==> config.mk <==
export PLATFORM = sky130hd
export DESIGN_NAME = ebi_ctrl
export DESIGN_NICKNAME = d
export VERILOG_FILES = /design/src/ebi_pkg.sv /design/src/ebi_ctrl.sv /design/src/ebi_strobe_mux.sv
export SDC_FILE = /design/constraint.sdc
export NUM_CORES = 1
export LEC_CHECK = 0
export ABC_AREA = 1
export BUFFER_PORTS_ARGS = -buffer_cell sky130_fd_sc_hd__buf_4
export CAP_MARGIN = 10
export CORE_ASPECT_RATIO = 2
export CORE_MARGIN = 2
export CORE_UTILIZATION = 30
export CTS_BUF_LIST = sky130_fd_sc_hd__clkbuf_4 sky130_fd_sc_hd__clkbuf_8 sky130_fd_sc_hd__clkbuf_16
export DETAILED_ROUTE_END_ITERATION = 10
export PLACE_DENSITY = 0.58
export SETUP_SLACK_MARGIN = 0.15
export SYNTH_ARGS = -nofsm -noshare
export SYNTH_HDL_FRONTEND = slang
export SYNTH_SLANG_ARGS = --single-unit
==> constraint.sdc <==
create_clock -name clk -period 0.8 [get_ports clk]
set_input_delay 0 -clock clk [delete_from_list [all_inputs] [get_ports clk]]
set_output_delay 0 -clock clk [all_outputs]
set_load 0.05 [all_outputs]
==> src/ebi_pkg.sv <==
package ebi_pkg;

  // Kinds of external cycle that the bus controller can request.
  typedef enum logic [2:0] {
    EBI_ACC_NONE = 3'b000,
    EBI_ACC_ROM  = 3'b001,
    EBI_ACC_ISA  = 3'b010,
    EBI_ACC_CARD = 3'b011,
    EBI_ACC_DRAM = 3'b100
  } ebi_acc_type;

  // States of the isolation buffer control.
  typedef enum logic [1:0] {
    EBI_BUF_GATED = 2'b00,
    EBI_BUF_OFF   = 2'b01,
    EBI_BUF_READ  = 2'b10,
    EBI_BUF_WRITE = 2'b11
  } ebi_buf_type;

  localparam int          EBI_ADDR_W       = 23;
  localparam int          EBI_PIN_ADDR_W   = 22;
  localparam int          EBI_ROM_BANKS    = 4;
  localparam int          EBI_GPIO_BANKS   = 3;
  localparam int          EBI_DRAM_BANKS   = 2;
  // A ROM cycle drops the byte bit: internal bits 22..1 go out.
  localparam int          EBI_ROM_ADDR_LSB = 1;
  localparam int          EBI_STD_ADDR_LSB = 0;
  localparam logic        EBI_BUF_EN_RST   = 1'b0;
  localparam logic        EBI_BUF_DIR_RST  = 1'b0;
  localparam logic        EBI_STROBE_IDLE  = 1'b1;
  localparam logic [22:0] EBI_ADDR_RST     = 23'h000000;

  // One external cycle request from the bus controller.
  typedef struct packed {
    ebi_acc_type kind;
    logic        write;
    logic        hibernate;
    logic [1:0]  rom_bank;
    logic [22:0] addr;
  } ebi_req_type;

  // Strobes that the SDRAM sequencer wants on the pins.
  typedef struct packed {
    logic [1:0] cs_n;
    logic       ras_n;
    logic       cas_n;
    logic [1:0] dqm;
    logic       cke;
    logic       clk_run;
  } ebi_sdram_type;

  // Strobes that the EDO DRAM sequencer wants on the pins.
  typedef struct packed {
    logic [1:0] ras_n;
    logic       upper_column_strobe_n_n;
    logic       lower_column_strobe_n_n;
  } ebi_edo_type;

  // Shared memory pins after role selection.
  typedef struct packed {
    logic [1:0] bank_select_n;
    logic       col_strobe_n;
    logic       row_strobe_n;
    logic       upper_byte;
    logic       lower_byte;
    logic       clock_gate;
  } ebi_mem_pins_type;

endpackage : ebi_pkg

==> src/ebi_ctrl.sv <==
// Contract
// - Buffer direction is low for ROM, ISA and card reads, high for writes.
// - Buffer direction and enable only matter while such accesses run.
// - The active-low buffer enable is asserted in ROM, ISA and card cycles.
// - Buffer pins start to work only once the gate bit is cleared to 0.
// - After reset both buffer pins stay low until the gate bit clears.
// - Buffer enable is 1 in DRAM cycles and Hibernate, direction free.
// - Enable 0 with direction 0 on reads, enable 0 on writes too.
// - Bank selects are SDRAM chip selects or EDO row strobes.
// - SDRAM column and row strobes are driven for SDRAM only.
// - Byte pins are SDRAM byte masks or EDO column strobes.
// - An SDRAM clock output and a separate clock-enable output exist.
// - Four active-low ROM bank selects, banks 0 to 2 also usable as GPIO.
// - The memory read strobe is asserted for ROM and system-bus reads.
// - The memory write strobe is asserted for ROM, DRAM and bus writes.
// - ROM cycles put address bits 22..1 out, others bits 21..0.
// - The SDRAM clock runs at bus clock rate only during SDRAM access.
`timescale 1ns/1ps
`default_nettype none

module ebi_ctrl #(
  parameter int ROM_BANKS  = ebi_pkg::EBI_ROM_BANKS,
  parameter int GPIO_BANKS = ebi_pkg::EBI_GPIO_BANKS
) (
  input  wire logic                    clk,
  input  wire logic                    srst,
  input  wire logic                    req_valid,
  input  wire ebi_pkg::ebi_req_type    req,
  input  wire logic                    ext_buffer_gate_bit,
  input  wire logic                    mem_is_edo,
  input  wire ebi_pkg::ebi_sdram_type  sdram,
  input  wire ebi_pkg::ebi_edo_type    edo,
  input  wire logic [GPIO_BANKS-1:0]   rom_gpio_mode,
  input  wire logic [GPIO_BANKS-1:0]   gpio_out,
  input  wire logic [GPIO_BANKS-1:0]   gpio_drive,
  input  wire logic [GPIO_BANKS-1:0]   rom_bank_select_in,
  output logic [GPIO_BANKS-1:0]        gpio_in,
  output logic                         buffer_enable_n,
  output logic                         buffer_direction,
  output logic [ROM_BANKS-1:0]         rom_bank_select_n,
  output logic [ROM_BANKS-1:0]         rom_bank_select_oe_n,
  output logic                         mem_read_strobe_n,
  output logic                         mem_write_strobe_n,
  output logic [21:0]                  addr_pins,
  output logic [1:0]                   sdram_bank_select_n,
  output logic                         sdram_col_strobe_n,
  output logic                         sdram_row_strobe_n,
  output logic                         upper_byte_mask,
  output logic                         lower_byte_mask,
  output logic                         memory_clock_gate,
  output logic                         memory_clock_out
);

  ebi_pkg::ebi_buf_type        buf_state_r;
  ebi_pkg::ebi_buf_type        buf_state_nxt;
  logic                        rd_strobe_r;
  logic                        rd_strobe_nxt;
  logic                        wr_strobe_r;
  logic                        wr_strobe_nxt;
  logic [21:0]                 addr_r;
  logic [21:0]                 addr_nxt;
  logic [ROM_BANKS-1:0]        rom_sel_r;
  logic [ROM_BANKS-1:0]        rom_sel_nxt;
  logic [GPIO_BANKS-1:0]       gpio_in_r;
  logic [GPIO_BANKS-1:0]       gpio_in_nxt;
  logic [GPIO_BANKS-1:0]       gpio_sync1_r;
  logic [GPIO_BANKS-1:0]       gpio_sync2_r;
  logic [GPIO_BANKS-1:0]       gpio_sync3_r;
  logic [GPIO_BANKS-1:0]       gpio_agree;
  logic                        clk_run_r;
  ebi_pkg::ebi_mem_pins_type   mem_pins;

  wire is_rom   = req_valid && (req.kind == ebi_pkg::EBI_ACC_ROM);
  wire is_isa   = req_valid && (req.kind == ebi_pkg::EBI_ACC_ISA);
  wire is_card  = req_valid && (req.kind == ebi_pkg::EBI_ACC_CARD);
  wire is_dram  = req_valid && (req.kind == ebi_pkg::EBI_ACC_DRAM);
  wire is_slow  = is_rom || is_isa || is_card;
  wire is_bus   = is_isa || is_card;

  // Returns the active-low one-hot select for a ROM bank number.
  function automatic logic [ROM_BANKS-1:0] rom_onehot_n(
    input logic       active,
    input logic [1:0] bank
  );
    logic [ROM_BANKS-1:0] sel;
    sel = {ROM_BANKS{ebi_pkg::EBI_STROBE_IDLE}};
    if (active) begin
      sel[bank] = 1'b0;
    end
    return sel;
  endfunction : rom_onehot_n

  // Buffer state. The gate bit is a plain level from the ISA control
  // register; while it is set the buffer pins rest low, and a reset puts
  // them back there until software clears the bit again.
  always_comb begin
    buf_state_nxt = ebi_pkg::EBI_BUF_OFF;
    if (ext_buffer_gate_bit) begin
      buf_state_nxt = ebi_pkg::EBI_BUF_GATED;
    end else if (req.hibernate || is_dram || !is_slow) begin
      // DRAM traffic and Hibernate keep the slow side cut off.
      buf_state_nxt = ebi_pkg::EBI_BUF_OFF;
    end else if (req.write) begin
      buf_state_nxt = ebi_pkg::EBI_BUF_WRITE;
    end else begin
      buf_state_nxt = ebi_pkg::EBI_BUF_READ;
    end
  end

  always_ff @(posedge clk) begin
    if (srst) begin
      buf_state_r <= ebi_pkg::EBI_BUF_GATED;
    end else begin
      buf_state_r <= buf_state_nxt;
    end
  end

  // Pin values per buffer state; both pins are a combinational decode of
  // the two state flip-flops, not flip-flop outputs of their own.
  always_comb begin
    case (buf_state_r)
      ebi_pkg::EBI_BUF_GATED: begin
        buffer_enable_n  = ebi_pkg::EBI_BUF_EN_RST;
        buffer_direction = ebi_pkg::EBI_BUF_DIR_RST;
      end
      ebi_pkg::EBI_BUF_READ: begin
        buffer_enable_n  = 1'b0;
        buffer_direction = 1'b0;
      end
      ebi_pkg::EBI_BUF_WRITE: begin
        buffer_enable_n  = 1'b0;
        buffer_direction = 1'b1;
      end
      ebi_pkg::EBI_BUF_OFF: begin
        buffer_enable_n  = 1'b1;
        buffer_direction = 1'b0;
      end
      default: begin
        buffer_enable_n  = 1'b1;
        buffer_direction = 1'b0;
      end
    endcase
  end

  // Read strobe for ROM and system-bus reads.
  assign rd_strobe_nxt = ~((is_rom || is_bus) && !req.write);
  // Write strobe for ROM, DRAM and system-bus writes.
  assign wr_strobe_nxt = ~((is_rom || is_bus || is_dram) && req.write);

  // ROM is half-word wide, so it drops the byte address bit.
  assign addr_nxt = is_rom
    ? req.addr[ebi_pkg::EBI_ROM_ADDR_LSB +: ebi_pkg::EBI_PIN_ADDR_W]
    : req.addr[ebi_pkg::EBI_STD_ADDR_LSB +: ebi_pkg::EBI_PIN_ADDR_W];

  // Four active-low ROM bank selects.
  assign rom_sel_nxt = rom_onehot_n(is_rom, req.rom_bank);

  always_ff @(posedge clk) begin
    if (srst) begin
      rd_strobe_r <= ebi_pkg::EBI_STROBE_IDLE;
      wr_strobe_r <= ebi_pkg::EBI_STROBE_IDLE;
      addr_r      <= ebi_pkg::EBI_ADDR_RST[21:0];
      rom_sel_r   <= {ROM_BANKS{ebi_pkg::EBI_STROBE_IDLE}};
      gpio_in_r   <= '0;
    end else begin
      rd_strobe_r <= rd_strobe_nxt;
      wr_strobe_r <= wr_strobe_nxt;
      addr_r      <= addr_nxt;
      rom_sel_r   <= rom_sel_nxt;
      gpio_in_r   <= gpio_in_nxt;
    end
  end

  assign mem_read_strobe_n  = rd_strobe_r;
  assign mem_write_strobe_n = wr_strobe_r;
  assign addr_pins          = addr_r;
  // The pin levels come from the board, outside the clock domain. A bit is
  // only taken once the second and third stages agree, so a level caught
  // while it moves is never reported; the price is four cycles of delay.
  always_ff @(posedge clk) begin
    if (srst) begin
      gpio_sync1_r <= '0;
      gpio_sync2_r <= '0;
      gpio_sync3_r <= '0;
    end else begin
      gpio_sync1_r <= rom_bank_select_in;
      gpio_sync2_r <= gpio_sync1_r;
      gpio_sync3_r <= gpio_sync2_r;
    end
  end

  assign gpio_agree  = ~(gpio_sync2_r ^ gpio_sync3_r);
  assign gpio_in_nxt = (gpio_agree & gpio_sync3_r) | (~gpio_agree & gpio_in_r);

  assign gpio_in            = gpio_in_r;

  // Banks 0..2 share their pins with GPIO; in GPIO mode the pin carries
  // the GPIO level and is only driven when GPIO asks for it. Bank 3 has
  // no alternative role and is always driven.
  genvar g;
  generate
    for (g = 0; g < GPIO_BANKS; g++) begin : gen_shared
      assign rom_bank_select_n[g]    = rom_gpio_mode[g] ? gpio_out[g]
                                                        : rom_sel_r[g];
      assign rom_bank_select_oe_n[g] = rom_gpio_mode[g] ? ~gpio_drive[g]
                                                        : 1'b0;
    end
    for (g = GPIO_BANKS; g < ROM_BANKS; g++) begin : gen_dedicated
      assign rom_bank_select_n[g]    = rom_sel_r[g];
      assign rom_bank_select_oe_n[g] = 1'b0;
    end
  endgenerate

  // SDRAM/EDO pin roles from one memory-type setting.
  ebi_strobe_mux u_strobe_mux (
    .clk        (clk),
    .srst       (srst),
    .mem_is_edo (mem_is_edo),
    .sdram      (sdram),
    .edo        (edo),
    .pins       (mem_pins)
  );

  assign sdram_bank_select_n = mem_pins.bank_select_n;
  assign sdram_col_strobe_n  = mem_pins.col_strobe_n;
  assign sdram_row_strobe_n  = mem_pins.row_strobe_n;
  assign upper_byte_mask     = mem_pins.upper_byte;
  assign lower_byte_mask     = mem_pins.lower_byte;
  assign memory_clock_gate   = mem_pins.clock_gate;

  // The run flag changes on the falling edge, while clk is low, so the
  // gated clock never shows a runt pulse. It costs a half-cycle of
  // latency, which the sequencer must allow for when it asks for a run.
  always_ff @(negedge clk) begin
    if (srst) begin
      clk_run_r <= 1'b0;
    end else begin
      clk_run_r <= sdram.clk_run && !mem_is_edo;
    end
  end

  // Memory clock at the bus clock rate, only during SDRAM access.
  assign memory_clock_out = clk && clk_run_r;

endmodule : ebi_ctrl

`default_nettype wire

==> src/ebi_strobe_mux.sv <==
`timescale 1ns/1ps
`default_nettype none

module ebi_strobe_mux (
  input  wire logic                      clk,
  input  wire logic                      srst,
  input  wire logic                      mem_is_edo,
  input  wire ebi_pkg::ebi_sdram_type    sdram,
  input  wire ebi_pkg::ebi_edo_type      edo,
  output ebi_pkg::ebi_mem_pins_type      pins
);

  ebi_pkg::ebi_mem_pins_type pins_r;
  ebi_pkg::ebi_mem_pins_type pins_nxt;
  ebi_pkg::ebi_mem_pins_type idle_pins;

  assign idle_pins = '{
    bank_select_n: {ebi_pkg::EBI_DRAM_BANKS{ebi_pkg::EBI_STROBE_IDLE}},
    col_strobe_n:  ebi_pkg::EBI_STROBE_IDLE,
    row_strobe_n:  ebi_pkg::EBI_STROBE_IDLE,
    upper_byte:    ebi_pkg::EBI_STROBE_IDLE,
    lower_byte:    ebi_pkg::EBI_STROBE_IDLE,
    clock_gate:    1'b0
  };

  // One memory-type setting steers every shared strobe at once, so the
  // pins can never show a mix of SDRAM and EDO roles.
  // Bank selects: SDRAM chip selects or EDO row strobes.
  assign pins_nxt.bank_select_n = mem_is_edo ? edo.ras_n : sdram.cs_n;
  // The SDRAM command strobes rest inactive when EDO is fitted.
  assign pins_nxt.col_strobe_n  = mem_is_edo ? ebi_pkg::EBI_STROBE_IDLE
                                             : sdram.cas_n;
  assign pins_nxt.row_strobe_n  = mem_is_edo ? ebi_pkg::EBI_STROBE_IDLE
                                             : sdram.ras_n;
  // Byte lanes: SDRAM byte masks or EDO column strobes.
  assign pins_nxt.upper_byte    = mem_is_edo ? edo.upper_column_strobe_n_n : sdram.dqm[1];
  assign pins_nxt.lower_byte    = mem_is_edo ? edo.lower_column_strobe_n_n : sdram.dqm[0];
  // Clock enable serves as the memory's CKE input.
  assign pins_nxt.clock_gate    = mem_is_edo ? 1'b0 : sdram.cke;

  always_ff @(posedge clk) begin
    if (srst) begin
      pins_r <= idle_pins;
    end else begin
      pins_r <= pins_nxt;
    end
  end

  assign pins = pins_r;

endmodule : ebi_strobe_mux

`default_nettype wire

# --- Yosys cells after proc, flatten, opt, wreduce, memory -nomap -nowiden ---
# Index checks and enable logic that the tools add are counted.
classes:
  mux: 16
  n_div: 0
  multipliers: 0
  n_reduce_logical: 26
  shifts: 0
  addsub: 0
  bitwise_logic: 13
  eq_ne: 7
  n_lt_le_gt_ge: 2
ops:
  columns: ["operator", "count"]
  rows:
  - ["22-bit 2-to-1 mux", 1]
  - ["1-bit 2-to-1 mux", 11]
  - ["1-bit logical AND", 9]
  - ["3-bit OR reduction", 3]
  - ["1-bit logical OR", 7]
  - ["3-bit bitwise AND", 2]
  - ["3-bit by 2-bit equality test with 1-bit output, second input constant", 2]
  - ["1-bit NOT", 6]
  - ["3-bit NOT", 2]
  - ["2-bit OR reduction", 3]
  - ["2-bit equality test, second input constant", 2]
  - ["4-bit NOT", 1]
  - ["1-bit case mux with 2 select lines", 2]
  - ["3-bit by 1-bit equality test with 1-bit output, second input constant", 1]
  - ["3-bit equality test, second input constant", 1]
  - ["1-bit logical NOT", 3]
  - ["2-bit by 3-bit less-than comparator with 1-bit output, second input constant", 1]
  - ["3-bit bitwise OR", 1]
  - ["3-bit bitwise XOR", 1]
  - ["1-bit demux with 2-bit select", 1]
  - ["2-bit by 1-bit equality test with 1-bit output, second input constant", 1]
  - ["2-bit by 1-bit greater-or-equal comparator with 1-bit output, second input constant", 1]
  - ["2-bit logical NOT", 1]
  - ["2-bit 2-to-1 mux", 1]
totals:
  mem_bits_ro: 0
  n_memories: 0
  latch_bits: 0
  out_inout_bits: 45
  mem_bits_rw: 0
  regBits: 50

# --- Logic depth before layout (Yosys ltp) ---
logic_depth:
  ltp_word: 7
  ltp_mapped: 6
  ltp_nobuf: 5

# --- Hierarchy ---
# A second synthesis with hierarchy kept.
unflattened:
  hier_cells: 252
  hier_area_um2: 1938.1
modules_own_cells:
  columns: ["mod", "seq_area_each_um2", "cells_each", "area_each_um2", "instances"]
  rows:
  - ["ebi_ctrl", 860.8, 225, 1714.1, 1]
  - ["ebi_strobe_mux", 140.1, 27, 224.0, 1]

==> results.ini <==
[clocking]
path_clk_slew_ps = 60
insertion_delay_ps = 400
tritoncts = built

[logic_synthesis]
ys_top_cells_by_area = dfxtp_1, nor2_1, nand2_1
synthDistinctLibCells = 17
ys_seq_elements = 50
yosys.area.top_type = dfxtp_1
synth_top_area_share = 0.514
syn_inst = 252
syn_nets = 311
syn_area_mm2 = 0.00195
avgSynthCellArea_um2 = 7.73
yosysWarnings = 0
synth_seq_area_share = 0.514

[pwr]
power_density_mw_per_mm2 = 1850
cellLeakagePower_nw = 1.90
finalPower_mw = 7.27
ir_worst_vdd_uv = 2140

[floorplanning]
ioPinCount = 104
initial_core_util = 0.309
dieHeight_um = 118
die_w_um = 61.0
row_count = 41
core_area_mm2 = 0.00631
dieArea_mm2 = 0.00719

[sta]
timing.final.ws_setup_ps = -677
hold_ws_ps = -149
finalSetupViolations = 42
maxSlewViolCount = 0
hold_viol_final = 23
fin_skew_ps = 0.997
tns_ps = -4190
rsz0062_at_grt = true

[critical_path]
critPathLaunchType = register
required_ps = 800
critPathArrivalTime_ps = 1480
critical_path_buf_inv_count = 2
reg2reg_depth = 3
worst_path_largest_cell_delay_ps = 300
cp_cell_sequence = nand2_2 -> clkinvlp_4 -> buf_6
crit_cells = 3
r2r_slack_ps = 70
path_delay_family = flip-flops
worstSetupPathType = register to primary output
critPathCaptureType = primary output
critPathMaxFanout = 1
critical_path.slowest_cell = dfxtp_2

[route]
first_pass_iters = 4
wl_per_cell_um = 11.6
drt.antenna.violating_nets = 0
vias = 2120
drt-total-wl_um = 5750
drc_errors = 0
avgViaCountPerCell = 4.28
drt_iter0_drc = 55

[finish]
drive_gt1_frac = 0.472
instances_no_fill = 495
syn_to_final_growth_pct = 102
diodes = 0
nets = 467
fillCellCount = 539

[worst_hold_path]
hp-class = input pin to register
hold_depth = 3

[grt]
grt_busiest_layer = met2
grt_pass1_vias = 2041
antenna_found_initial = 0
grt_usage = 0.162
use_met3 = 0.0582
gr-total-overflow = 0
gr-usage-met2 = 0.296
gr-usage-met1 = 0.146
grt_pass1_wl_um = 8640
grt_max_degree = 25

[placed_design]
dpl.hpwl_um = 3670
port_buffers = 102
place_congestion = 0.768
placedCellCount = 437

[job]
drv_cap = 0

[run_status]
violations = hold timing, setup timing
run_status = complete, but fails checks

==> registers in the layout, summed over array words and instances (netlist names), named ones only <==
name / count
buf_state_r: 2
clk_run_r: 1
gpio_sync1_r: 3
gpio_sync3_r: 3
mem_read_strobe_n: 1
addr_pins: 22
mem_write_strobe_n: 1
rom_sel_r: 4
u_strobe_mux.pins: 7
gpio_sync2_r: 3
==> through the flow <==
stage,util,cell area [um^2],setup slack [ps]
4_1_cts,0.611,3860,-693
5_1_grt,0.623,3930,-717
3_5_place_dp,0.456,2880,-194
6_report,0.623,3930,-677
3_3_place_gp,0.456,2880,-190
2_1_floorplan,-,2010,-180
==> cell families after synthesis <==
logic type      count (synthesis)  share of synthesized area
simple gates                  155                      0.365
flops                          50                      0.514
buf+inv                        39                      0.101
compound gates                  7                     0.0180
other cells                     1                    0.00192
==> synth_stat cells <==
library cell,count
conb_1,1
nor2_2,1
a21oi_1,3
dfxtp_1,50
buf_2,4
nand3b_1,22
nand2_1,48
inv_2,2
inv_1,25
nand2_2,1
nor2_1,67
nor2_4,3
o21ai_0,4
nand3_1,10
buf_6,4
buf_4,4
or2_2,3
==> cell type report <==
cell class	count	area, um^2	area share
Tap cell	86	108	0.0274
Multi-Input combinational cell	164	812	0.206
Clock buffer	10	236	0.0601
Sequential cell	50	1060	0.268
Clock inverter	4	21.3	0.00541
Timing Repair Buffer	156	1600	0.407
Inverter	25	97.6	0.0248
==> path summary, 6_finish.rpt <==
check / from / end
min reg2reg: gpio_sync1_r[1] / gpio_sync2_r[1]
max reg2reg: register / register
min: ext_buffer_gate_bit / buf_state_r[1]
max: clk_run_r / memory_clock_out
==> routing by layer <==
layer  vias to the layer above  wire length (um)
met4                         0               126
met5                         -                 0
met2                        80              3330
met3                        10               347
met1                       959              1950
li1                       1071                 -
==> worst reg2reg max path: stages, from the launching register on <==
cell and delay, ps:
dfxtp_4 360, buf_6 120, a21oi_2 110, nor2_1 50
==> report_power, final <==
part	switching, mW	internal (mW)
Sequential	0.0701	2.62
Combinational	0.784	0.756
Clock	1.04	2.00
==> cell usage in the layout (no fill, tap or decap) <==
| cell | netlist | layout |
|---|---|---|
| a21oi_2 | 0 | 3 |
| buf_12 | 0 | 2 |
| buf_4 | 4 | 67 |
| buf_6 | 4 | 16 |
| buf_8 | 0 | 29 |
| clkbuf_16 | 0 | 9 |
| clkinv_2 | 0 | 2 |
| clkinvlp_4 | 0 | 2 |
| conb_1 | 1 | 1 |
| dfxtp_1 | 50 | 12 |
| dfxtp_2 | 0 | 35 |
| dfxtp_4 | 0 | 3 |
| dlygate4sd3_1 | 0 | 33 |
| dlymetal6s4s_1 | 0 | 10 |
| inv_1 | 25 | 21 |
| inv_2 | 2 | 4 |
| nand2_1 | 48 | 42 |
| nand2_2 | 1 | 7 |
| nand3_1 | 10 | 9 |
| nand3_2 | 0 | 1 |
| nand3b_1 | 22 | 22 |
| nor2_1 | 67 | 63 |
| nor2_2 | 1 | 4 |
| nor2_4 | 3 | 5 |
| o21ai_0 | 4 | 2 |
| o21ai_1 | 0 | 1 |
| o21ai_2 | 0 | 1 |
| or2_2 | 3 | 3 |
==> what timing repair did <==
item	CTS	global route
hold buffers	43	1
setup endpoints to repair	42	62
pin swaps	2	5
endpoints found under the hold margin	46	12
buffers inserted	3	0
cloned	0	1
resized for setup	102	23
Power figures use the tool's default switching activity.
